==> src/rtl/tle_pkg.sv <==
package tle_pkg;

  // sample and bus widths, event count
  localparam int DW  = 16;
  localparam int AW  = 8;
  localparam int NEV = 5;

  // register byte offsets, one aligned word each
  localparam logic [7:0] OFF_TAP_LEVEL = 8'h00;
  localparam logic [7:0] OFF_MAX_DURATION = 8'h04;
  localparam logic [7:0] OFF_TAP_GAP   = 8'h08;
  localparam logic [7:0] OFF_TAP_WIN   = 8'h0C;
  localparam logic [7:0] OFF_TAP_AXES  = 8'h10;
  localparam logic [7:0] OFF_EV_EN     = 8'h14;
  localparam logic [7:0] OFF_EV_SRC    = 8'h18;
  localparam logic [7:0] OFF_FIRST     = 8'h1C;
  localparam logic [7:0] OFF_ACT_LVL   = 8'h20;
  localparam logic [7:0] OFF_INACT_LVL = 8'h24;
  localparam logic [7:0] OFF_FF_LVL    = 8'h28;
  localparam logic [7:0] OFF_DECIM     = 8'h2C;

  // event bit positions in source and enable registers
  localparam int EV_SINGLE = 0;
  localparam int EV_DOUBLE = 1;
  localparam int EV_ACT    = 2;
  localparam int EV_INACT  = 3;
  localparam int EV_FFALL  = 4;
  localparam int EN_LINK   = 5;
  localparam int EN_SLEEP  = 6;

  // axis select: bits 2:0 axes x,y,z, bit 3 gap spike cancel
  localparam int AX_SPIKE  = 3;
  // first axis status: bits 2:0 axes, bit 3 auto sleep flag
  localparam int FA_SLEEP  = 3;

  // reset values
  localparam logic [7:0] RST_LEVEL = 8'hFF;
  localparam logic [7:0] RST_TIME  = 8'h00;
  localparam logic [7:0] RST_DECIM = 8'h00;
  localparam logic [3:0] RST_AXES  = 4'h7;
  localparam logic [6:0] RST_EV_EN = 7'h00;

  typedef enum logic [2:0] {
    TS_IDLE, TS_TAP1, TS_GAP, TS_WIN, TS_TAP2, TS_LOW
  } tle_tap_t;

  typedef struct packed {
    logic [7:0]  tap_level;
    logic [7:0]  max_duration;
    logic [7:0]  gap;
    logic [7:0]  win;
    logic [3:0]  axes;
    logic [6:0]  ev_en;
    logic [4:0]  ev_src;
    logic [2:0]  first_axis;
    logic        auto_sleep_flag;
    logic [7:0]  act_lvl;
    logic [7:0]  inact_lvl;
    logic [7:0]  ff_lvl;
    logic [7:0]  decim;
    logic [7:0]  dcnt;
    logic        odr;
    tle_tap_t    tst;
    logic [7:0]  tcnt;
    logic [2:0]  tax_pend;
    logic        act_armed;
    logic        inact_armed;
    logic [31:0] prdata;
    logic        pready;
    logic        pslverr;
  } tle_st_t;

endpackage : tle_pkg

==> src/rtl/tle_tap_link.sv <==
// Function
// - tap starts when a selected axis magnitude rises above tap level
// - an excursion longer than the maximum duration is no tap
// - after first tap ends, wait the gap time before the window
// - second tap must begin inside the window; it may end later
// - single only: single event on fall below level within duration
// - single and double: single event once double is settled
// - spike cancel set: any above-level sample in gap kills double
// - above level when the window opens kills the double tap
// - second tap above level past the duration kills the double
// - tap events raised only for kinds enabled in event enable
// - each axis joins tap detection only when its select bit is set
// - double tap needs both gap time and window non-zero
// - on a tap event record the axis that first exceeded level
// - first axis status is never cleared, only overwritten
// - activity, free fall and tap use the raw sample stream
// - lower output rates come from decimating the sample rate
// - with link, activity is sought only after inactivity
// - no auto sleep while an activity event is uncleared
// - auto sleep flag in first axis status shows the sleep state
// - reading event source clears the event flags
`timescale 1ns/1ps
module tle_tap_link #(
  parameter int LVL_SHIFT = 4
)
(
  input  wire logic        clock,
  input  wire logic        srst,
  input  wire logic [7:0]  paddr,
  input  wire logic        psel,
  input  wire logic        penable,
  input  wire logic        pwrite,
  input  wire logic [31:0] pwdata,
  output logic      [31:0] prdata,
  output logic             pready,
  output logic             pslverr,
  input  wire logic        smp_valid,
  input  wire logic [15:0] smp_x,
  input  wire logic [15:0] smp_y,
  input  wire logic [15:0] smp_z,
  output logic             odr_strobe,
  output logic             auto_sleep
);

  // level scaling beyond 8 places would push the byte out of the word
  if (LVL_SHIFT < 0 || LVL_SHIFT > 8)
  begin : g_chk
    $error("LVL_SHIFT must lie in 0..8");
  end

  tle_pkg::tle_st_t               q;
  tle_pkg::tle_st_t               d;
  logic [2:0][15:0]               smp;
  logic [2:0]                     tap_hit;
  logic [2:0]                     act_hit;
  logic [2:0]                     inact_low;
  logic [2:0]                     ff_low;
  logic [15:0]                    tlvl;
  logic [15:0]                    alvl;
  logic [15:0]                    ilvl;
  logic [15:0]                    flvl;
  logic                           above;
  logic                           dbl_on;
  logic                           acc;
  logic                           rd_src;
  logic                           tap_ev;
  logic                           inv;
  logic                           dbl_ok;
  logic                           det_act;
  logic                           det_inact;
  logic                           hit;
  logic [31:0]                    rdat;
  logic [tle_pkg::NEV-1:0]        ev_set;
  logic [tle_pkg::NEV-1:0]        ev_clr;

  function automatic logic [15:0] mag(input logic [15:0] v);
    mag = v[15] ? 16'(-v) : v;
  endfunction : mag

  // byte levels scaled onto the sample magnitude
  assign smp  = {smp_z, smp_y, smp_x};
  assign tlvl = 16'({8'h00, q.tap_level} << LVL_SHIFT);
  assign alvl = 16'({8'h00, q.act_lvl} << LVL_SHIFT);
  assign ilvl = 16'({8'h00, q.inact_lvl} << LVL_SHIFT);
  assign flvl = 16'({8'h00, q.ff_lvl} << LVL_SHIFT);

  // per-axis compares on the undecimated, unfiltered samples
  for (genvar g = 0; g < 3; g++)
  begin : g_axis
    assign tap_hit[g]   = q.axes[g] && (mag(smp[g]) > tlvl);
    assign act_hit[g]   = mag(smp[g]) > alvl;
    assign inact_low[g] = mag(smp[g]) < ilvl;
    assign ff_low[g]    = mag(smp[g]) < flvl;
  end

  assign above  = |tap_hit;
  assign dbl_on = q.ev_en[tle_pkg::EV_DOUBLE] && (q.gap != 8'h00)
                  && (q.win != 8'h00);
  assign acc    = psel & penable & q.pready;
  assign rd_src = acc & ~pwrite & (paddr == tle_pkg::OFF_EV_SRC);
  // only bits that went out on the bus are cleared, so a late set survives
  assign ev_clr = rd_src ? q.prdata[tle_pkg::NEV-1:0] : '0;

  // register read mux and address decode
  always_comb
  begin
    hit  = 1'b1;
    rdat = 32'h0000_0000;
    case (paddr)
      tle_pkg::OFF_TAP_LEVEL: rdat = 32'(q.tap_level);
      tle_pkg::OFF_MAX_DURATION: rdat = 32'(q.max_duration);
      tle_pkg::OFF_TAP_GAP:   rdat = 32'(q.gap);
      tle_pkg::OFF_TAP_WIN:   rdat = 32'(q.win);
      tle_pkg::OFF_TAP_AXES:  rdat = 32'(q.axes);
      tle_pkg::OFF_EV_EN:     rdat = 32'(q.ev_en);
      tle_pkg::OFF_EV_SRC:    rdat = 32'(q.ev_src);
      tle_pkg::OFF_FIRST:     rdat = 32'({q.auto_sleep_flag, q.first_axis});
      tle_pkg::OFF_ACT_LVL:   rdat = 32'(q.act_lvl);
      tle_pkg::OFF_INACT_LVL: rdat = 32'(q.inact_lvl);
      tle_pkg::OFF_FF_LVL:    rdat = 32'(q.ff_lvl);
      tle_pkg::OFF_DECIM:     rdat = 32'(q.decim);
      default:                hit  = 1'b0;
    endcase
  end

  // next state: bus, tap sequencer, activity link, decimator
  always_comb
  begin
    d         = q;
    ev_set    = '0;
    tap_ev    = 1'b0;
    inv       = 1'b0;
    dbl_ok    = 1'b0;
    det_act   = 1'b0;
    det_inact = 1'b0;
    d.odr     = 1'b0;
    // one wait state: pready rises in the second access cycle
    d.pready  = psel & penable & ~q.pready;
    d.prdata  = (d.pready & ~pwrite) ? rdat : 32'h0000_0000;
    d.pslverr = d.pready & ~hit;

    if (acc && pwrite)
    begin
      case (paddr)
        tle_pkg::OFF_TAP_LEVEL: d.tap_level = pwdata[7:0];
        tle_pkg::OFF_MAX_DURATION: d.max_duration = pwdata[7:0];
        tle_pkg::OFF_TAP_GAP:   d.gap       = pwdata[7:0];
        tle_pkg::OFF_TAP_WIN:   d.win       = pwdata[7:0];
        tle_pkg::OFF_TAP_AXES:  d.axes      = pwdata[3:0];
        tle_pkg::OFF_EV_EN:     d.ev_en     = pwdata[6:0];
        tle_pkg::OFF_ACT_LVL:   d.act_lvl   = pwdata[7:0];
        tle_pkg::OFF_INACT_LVL: d.inact_lvl = pwdata[7:0];
        tle_pkg::OFF_FF_LVL:    d.ff_lvl    = pwdata[7:0];
        tle_pkg::OFF_DECIM:     d.decim     = pwdata[7:0];
        default:                d.decim     = q.decim;
      endcase
    end

    if (smp_valid)
    begin
      // output rate is every (decim+1)-th sample of the common rate
      if (q.dcnt == q.decim)
      begin
        d.dcnt = 8'h00;
        d.odr  = 1'b1;
      end
      else
      begin
        d.dcnt = 8'(q.dcnt + 8'h01);
      end

      // tap sequencer; every count step is one sample period
      case (q.tst)
        tle_pkg::TS_IDLE:
        begin
          if (above)
          begin
            d.tst      = tle_pkg::TS_TAP1;
            d.tcnt     = 8'h01;
            d.tax_pend = tap_hit;
          end
        end
        tle_pkg::TS_TAP1:
        begin
          if (!above && dbl_on)
          begin
            d.tst  = tle_pkg::TS_GAP;
            d.tcnt = 8'h00;
          end
          else if (!above)
          begin
            d.tst  = tle_pkg::TS_IDLE;
            tap_ev = q.ev_en[tle_pkg::EV_SINGLE];
            ev_set[tle_pkg::EV_SINGLE] = q.ev_en[tle_pkg::EV_SINGLE];
          end
          else if (q.tcnt >= q.max_duration)
          begin
            d.tst = tle_pkg::TS_LOW;
          end
          else
          begin
            d.tcnt = 8'(q.tcnt + 8'h01);
          end
        end
        tle_pkg::TS_GAP:
        begin
          if (above && q.axes[tle_pkg::AX_SPIKE])
          begin
            inv = 1'b1;
          end
          else if (8'(q.tcnt + 8'h01) == q.gap)
          begin
            d.tst  = tle_pkg::TS_WIN;
            d.tcnt = 8'h00;
          end
          else
          begin
            d.tcnt = 8'(q.tcnt + 8'h01);
          end
        end
        tle_pkg::TS_WIN:
        begin
          if (above && q.tcnt == 8'h00)
          begin
            inv = 1'b1;
          end
          else if (above)
          begin
            d.tst  = tle_pkg::TS_TAP2;
            d.tcnt = 8'h01;
          end
          else if (8'(q.tcnt + 8'h01) == q.win)
          begin
            inv = 1'b1;
          end
          else
          begin
            d.tcnt = 8'(q.tcnt + 8'h01);
          end
        end
        tle_pkg::TS_TAP2:
        begin
          if (!above)
          begin
            dbl_ok = 1'b1;
          end
          else if (q.tcnt >= q.max_duration)
          begin
            inv = 1'b1;
          end
          else
          begin
            d.tcnt = 8'(q.tcnt + 8'h01);
          end
        end
        tle_pkg::TS_LOW:
        begin
          // rejected excursion must end before a new tap can start
          if (!above)
          begin
            d.tst = tle_pkg::TS_IDLE;
          end
        end
        default: d.tst = tle_pkg::TS_IDLE;
      endcase

      // a settled double attempt releases the delayed single event
      if (inv || dbl_ok)
      begin
        d.tst  = above ? tle_pkg::TS_LOW : tle_pkg::TS_IDLE;
        // double enable rechecked: software may drop it mid-attempt
        tap_ev = q.ev_en[tle_pkg::EV_SINGLE]
                 | (dbl_ok & q.ev_en[tle_pkg::EV_DOUBLE]);
        ev_set[tle_pkg::EV_SINGLE] = q.ev_en[tle_pkg::EV_SINGLE];
        ev_set[tle_pkg::EV_DOUBLE] = dbl_ok
                                     & q.ev_en[tle_pkg::EV_DOUBLE];
      end

      // activity and inactivity, alternating when linked
      det_act   = (|act_hit) && q.ev_en[tle_pkg::EV_ACT]
                  && (!q.ev_en[tle_pkg::EN_LINK] || q.act_armed);
      det_inact = (&inact_low) && q.ev_en[tle_pkg::EV_INACT]
                  && (!q.ev_en[tle_pkg::EN_LINK] || q.inact_armed);
      ev_set[tle_pkg::EV_ACT]   = det_act;
      ev_set[tle_pkg::EV_INACT] = det_inact;
      ev_set[tle_pkg::EV_FFALL] = (&ff_low) && q.ev_en[tle_pkg::EV_FFALL];
      if (det_act)
      begin
        d.act_armed   = 1'b0;
        d.inact_armed = 1'b1;
        d.auto_sleep_flag      = 1'b0;
      end
      else if (det_inact)
      begin
        d.act_armed   = 1'b1;
        d.inact_armed = 1'b0;
        // a pending activity flag holds the part awake
        if (q.ev_en[tle_pkg::EN_SLEEP] && q.ev_en[tle_pkg::EN_LINK]
            && !q.ev_src[tle_pkg::EV_ACT])
        begin
          d.auto_sleep_flag = 1'b1;
        end
      end
    end

    // overwritten on a tap event, never cleared
    if (tap_ev)
    begin
      d.first_axis = q.tax_pend;
    end
    d.ev_src = (q.ev_src & ~ev_clr) | ev_set;
  end

  always_ff @(posedge clock)
  begin
    if (srst)
    begin
      q <= '{tap_level:   tle_pkg::RST_LEVEL,
             max_duration: tle_pkg::RST_TIME,
             gap:         tle_pkg::RST_TIME,
             win:         tle_pkg::RST_TIME,
             axes:        tle_pkg::RST_AXES,
             ev_en:       tle_pkg::RST_EV_EN,
             act_lvl:     tle_pkg::RST_LEVEL,
             inact_lvl:   tle_pkg::RST_TIME,
             ff_lvl:      tle_pkg::RST_TIME,
             decim:       tle_pkg::RST_DECIM,
             tst:         tle_pkg::TS_IDLE,
             inact_armed: 1'b1,
             default:     '0};
    end
    else
    begin
      q <= d;
    end
  end

  assign prdata     = q.prdata;
  assign pready     = q.pready;
  assign pslverr    = q.pslverr;
  assign odr_strobe = q.odr;
  assign auto_sleep = q.auto_sleep_flag;
endmodule : tle_tap_link

==> config.mk <==
export PLATFORM = sky130hd
export DESIGN_NAME = tle_tap_link
export DESIGN_NICKNAME = d
export VERILOG_FILES = /design/src/rtl/tle_pkg.sv /design/src/rtl/tle_tap_link.sv
export SDC_FILE = /design/constraint.sdc
export NUM_CORES = 1
export LEC_CHECK = 0
export BUFFER_PORTS_ARGS = -buffer_cell sky130_fd_sc_hd__buf_2
export CORE_ASPECT_RATIO = 1.1
export CORE_MARGIN = 4
export CORE_UTILIZATION = 55
export DETAILED_ROUTE_END_ITERATION = 10
export GPL_TIMING_DRIVEN = 0
export PLACE_DENSITY_LB_ADDON = 0.25
export SYNTH_ARGS = -nofsm -noshare
export SYNTH_HDL_FRONTEND = slang
export SYNTH_SLANG_ARGS = --single-unit
==> constraint.sdc <==
create_clock -name clock -period 9.4 [get_ports clock]
set_clock_uncertainty 0.1 [all_clocks]
set_input_delay 1.41 -clock clock [delete_from_list [all_inputs] [get_ports clock]]
set_output_delay 1.41 -clock clock [all_outputs]
set_load 0.02 [all_outputs]
## Word-level counts from Yosys, hierarchy flattened

Index checks and enable logic that the tools add are counted.

- Add/subtract/negate cells: 5
- Multiply operators: 0
- Divide/modulo/power cells: 0
- Magnitude comparators: 13
- Equality and inequality tests: 31
- Shift-type cells: 0
- Muxes and demuxes: 49
- Bitwise operators: 17
- Reductions and logical operators: 52

Operators with widths:

| operator | count |
|---|---|
| > comparator 16 x 12 -> 1 bit | 6 |
| less-than comparator 16 x 12 -> 1 bit | 6 |
| case mux 8 bit (12 select lines) | 1 |
| 2-to-1 mux 16 bit | 3 |
| 2-to-1 mux 8 bit | 6 |
| negator 16 bit | 3 |
| case mux 8 bit (5 select lines) | 1 |
| 2-to-1 mux 11 bit | 3 |
| equality test 8 x 5 -> 1 bit (second input constant) | 4 |
| equality test 8 x 6 -> 1 bit (second input constant) | 4 |
| equality test 8 bit | 3 |
| AND reduction 2 bit | 11 |
| 2-to-1 mux 3 bit | 7 |
| != test 3 bit (second input constant) | 7 |
| 2-to-1 mux 1 bit | 20 |
| case mux 3 bit (6 select lines) | 1 |
| adder 8 x 1 -> 8 bit (second input constant) | 2 |
| equality test 8 x 4 -> 1 bit (second input constant) | 2 |
| logical AND 1 bit | 16 |
| logical NOT 8 bit | 2 |
| nonzero test 8 bit | 2 |
| 2-to-1 mux 14 bit | 1 |
| AND reduction 3 bit | 4 |
| OR reduction 12 bit | 1 |
| 25 further kinds | 51 |

- Bits in registers: 143
- Latch bits: 0
- Memory bits (writable): 0
- Bits in read-only memories: 0
- Bits of input ports: 94
- Output and inout bits: 36
- Word-level logic and storage cells: 190
- Memories kept: 0

## Longest topological paths before layout

- Word-level depth: 13
- Mapped depth: 17
- Depth with buffers taken out: 15

## Least setup slack after synthesis

OpenSTA, ideal clock, no wires.

- Path kind: input port to flip-flop
- From: input smp_z[3]
- To: register q[92] in the netlist's numbering
- Setup time: 128 ps
- Data arrival time: 5,214 ps
- Required time: 9,172 ps
- Setup slack: 3,959 ps
- Stages: 16
- Path buffers: 2
- Cell sequence: or4_1 > clkbuf_1 > or4_1 > buf_2 > o31ai_1 > xnor2_1 > ha_1 > a211oi_1 > nor2_1 > nor3_1 > a2bb2oi_2 > nand3_2 > or4_4 > a21boi_4 > mux2i_1 > nor2_1

- Longest elaborated chain between the ends: 12
- Elaborated cells between the ends (all ways): 26
- Those cells by class: 1 x add/sub; 1 x order compare; 15 x mux; 2 x bitwise; 7 x reduce/logical

RTL lines:

| element | line | source |
|---|---|---|
| start: declaration | tle_tap_link.sv:40 | `input wire logic [15:0] smp_z,` |
| negator 16 bit | tle_tap_link.sv:77 | `mag = v[15] ? 16'(-v) : v;` |
| 2-to-1 mux 16 bit (*) | tle_tap_link.sv:77 |  |
| > comparator 16 x 12 -> 1 bit (*) | tle_tap_link.sv:90 | `assign tap_hit[g] = q.axes[g] && (mag(smp[g]) > tlvl);` |
| logical AND 1 bit (*) | tle_tap_link.sv:90 |  |
| OR reduction 3 bit (*) | tle_tap_link.sv:96 | `assign above = \|tap_hit;` |
| 2-to-1 mux 1 bit, or another cell as far along | tle_tap_link.sv:227 | `else if (above)` |
| 2-to-1 mux 1 bit (on tied branches) | tle_tap_link.sv:223, tle_tap_link.sv:173, tle_tap_link.sv:207 |  |
| case mux 1 bit (3 select lines) or 2-to-1 mux 1 bit (tied branches) | tle_tap_link.sv:173, tle_tap_link.sv:159 |  |
| 2-to-1 mux 1 bit or bitwise AND 1 bit (tied branches) | tle_tap_link.sv:159, tle_tap_link.sv:273 |  |
| logical OR 1 bit or bitwise OR 1 bit (tied branches) | tle_tap_link.sv:268, tle_tap_link.sv:273 |  |
| 2-to-1 mux 1 bit (*) | tle_tap_link.sv:268 | `if (inv \|\| dbl_ok)` |
| 2-to-1 mux 1 bit (*) | tle_tap_link.sv:159 | `if (smp_valid)` |
| end signal: assignment | tle_tap_link.sv:318 | `q <= '{tap_level: tle_pkg::RST_LEVEL,` |
| end: declaration | tle_tap_link.sv:51 | `tle_pkg::tle_st_t q;` |

Every way passes the cells marked *; elsewhere a longest branch is shown, timed or not. The select of a mux whose other input is x is not followed.
A chain may end at the register's enable or synchronous reset.

## Worst setup path after layout

- From: input smp_z[3]
- To: register q[94] in the netlist's numbering

The elaborated chain is that of the path after synthesis.

==> reports/qor.csv <==
stage;metric;value;unit
run_status;status;finished, final reports clean;
layout;seq_area;2380;µm²
global_route;grt.overflow.total;0;
sta;setup_viol;0;
floorplanning;dieArea;18400;µm²
critical_path;worst-path-max-fanout;6;
critical_path;endpoint_kind;register;
sta;period_minus_slack;5.73;ns
layout;multi_input_area;6020;µm²
placement;hpwlAfterDp;23300;µm
placement;gp_congestion;0.959;
layout;fillerInstances;1431;
logic_synthesis;yosysTopAreaCellShare;26.6;%
clock_network;hold_buffers;0;
logic_synthesis;synth.distinct_cells;79;
route;drc_errors;0;
route;drt_wl_total;30000;µm
route;wl_per_cell;20.8;µm
global_route;grt_pass1_vias;8493;
placement;port_buffers;69;
critical_path;cpPeakStageDelay;0.58;ns
logic_synthesis;ys_ff_latch;119;
critical_path;required;9.58;ns
sta;maxSlewHeadroom;27.3;%
critical_path;crit_chain;buf_2, or4_1, clkbuf_1, or4_1, buf_2, o31ai_1, xnor2_1, ha_1, a211oi_1, nor2_1, nor3_1, a2bb2oi_2, nand3_2, or4_4, a21boi_4, mux2i_1, nor2_1;
sta;rsz0062_at_grt;no;
power_and_ir_drop;power_per_cell_area;138;nW/µm²
sta;period_share;61.0;%
floorplanning;boundaryPins;130;
critical_path;cp.arrival;5.91;ns
clock_network;cts-resized-gates;0;
logic_synthesis;yosys.area.top_type;dfxtp_1;
logic_synthesis;yosysSeqAreaShare;26.6;%
floorplanning;dieHeight;142;µm
sta;finalMaxSlewViolations;0;
route;viasPerCell;6.40;
floorplanning;initial_core_util;56.5;%
layout;syn_to_final_growth;14.6;%
sta;finalHoldViolations;0;
logic_synthesis;async_flop_share;0;%
power_and_ir_drop;total_power;1.42;mW
clock_network;cts_made_buffers;17;
logic_synthesis;netlist_area;8950;µm²
floorplanning;die_w;130;µm
route;drt_first_pass_iters;5;
logic_synthesis;synthTopCellsByCount;132 x nand2_1, 119 x dfxtp_1, 102 x ha_1;
critical_path;start_kind;primary input;
logic_synthesis;yosysMostFrequentCell;nand2_1;
layout;final_layout_size_suffix_gt1_share;12.4;%
clock_network;cts.clk_slew.worst_paths;0.06;ns
route;drtAntennaViolNets;0;
power_and_ir_drop;ir_drop;109;µV
critical_path;crit_type;in2reg;
clock_network;cts.sinks;119;
global_route;grt_pass1_wl;46100;µm
clock_network;cts_max_level;4;
flow_run;maxCapViolCount;0;
sta;fin_setup_tns;0;ns
global_route;antenna_found_initial;0;
layout;fin_cells;1440;
logic_synthesis;synth_area_leaders;dfxtp_1 27%, ha_1 14%, nand2_1 5.5%, a21oi_1 5.3%, nand3_1 4.6%;
floorplanning;num_rows;48;
power_and_ir_drop;leakage;4.00;nW
logic_synthesis;ys_warn_count;0;
global_route;grt_max_degree;17;
sta;max_slew.worst_pin.slew;1.08;ns
logic_synthesis;synth_edf_count;0;
clock_network;clkLatencyLatePin;0.43;ns
logic_synthesis;synth_ff_type;dfxtp_1;
route;drt_iter0_drc;1111;
clock_network;ctsLongestPathBuffers;2;
layout;diodes;0;
critical_path;cpMaxStageDelayCell;or4_4;
layout;nets;1423;
clock_network;cts_tree;built;
logic_synthesis;postSynthAreaPerCell;8.02;µm²
clock_network;root_buffer;clkbuf_16;
clock_network;cts_setup_buffers;0;
global_route;grt_use_total;32.2;%
sta;fin_hold_ws;0.366;ns
placement;place_inst;1408;
floorplanning;coreArea;15900;µm²
logic_synthesis;syn_inst;1116;
sta;max_freq;174;MHz
route;dr_total_vias;9212;
hold_path;hp-class;reg2reg;
==> sequential cells by signal, indices dropped and copies added (netlist names) <==
| name | cells |
|---|---|
| q | 83 |
| alvl | 8 |
| flvl | 8 |
| ilvl | 8 |
| prdata | 8 |
| auto_sleep | 1 |
| odr_strobe | 1 |
| pready | 1 |
| pslverr | 1 |
==> routing by layer <==
layer  part of all wire, %  vias to the layer above  track usage [%]  wire length, µm
met2                    47                      488             53.8            14100
met1                    38                     4268             38.7            11300
li1                      -                     4310                -                -
met4                   6.6                        0             18.8             1990
met5                     0                        -                0                0
met3                   8.5                      146             5.61             2540
==> kinds of logic (layout without fill, tap and decap cells) <==
logic type	count (synthesis)	after routing	share of synthesized area, %
fa+ha+maj	102	102	14.3
mux	7	7	0.797
buf+inv	135	236	7.11
flops	119	119	26.6
simple gates	400	400	22.3
other cells	1	24	0.0419
compound gates	289	289	22.4
xor+xnor	63	63	6.48
==> final cells by class <==
cell class | instances | share of cell area [%]
Buffer | 86 | 4.42
Clock buffer | 19 | 4.42
Clock inverter | 13 | 1.66
Inverter | 49 | 1.79
Multi-Input combinational cell | 885 | 58.7
Sequential cell | 119 | 23.2
Tap cell | 200 | 2.44
Timing Repair Buffer | 69 | 3.37
==> cells in the final DEF (no fill, tap or decap), drive strengths merged, types with 27 or more instances in the layout <==
cell type  count
nand2        132
dfxtp        119
buf          105
ha           102
a21oi         96
nand3         83
clkbuf        69
nor2          52
inv           51
xnor2         45
o21ai         33
nand4         27
==> through the flow <==
stage	util [%]	worst slack, ns	area, µm²
2_1_floorplan	-	3.96	9040
3_3_place_gp	60.8	3.31	9630
3_5_place_dp	60.8	3.27	9630
4_1_cts	64.7	3.68	10300
5_1_grt	64.7	3.42	10300
6_report	64.7	3.67	10300
==> path summary, 6_finish.rpt <==
path	from	endpoint	slack [ns]	cells after the start
max	smp_z[3]	q[94]	3.67	17
min	q[37]	q[37]	0.37	2
max reg2reg	q[39]	q[46]	5.73	11
min reg2reg	q[37]	q[37]	0.37	2
==> power breakdown <==
group          internal (mW)  total (mW)  switching, mW
combinational         0.0795       0.214          0.134
clock                  0.433       0.691          0.257
sequential             0.509       0.513        0.00387
==> critical path, delay by kind of cell <==
family,cells,cell delay (ns)
simple gates,7,2.11
compound gates,4,1.03
buf+inv,3,0.42
fa+ha+maj,1,0.37
xor+xnor,1,0.36
mux,1,0.20
No activity file was read; power rests on OpenSTA's default activity.
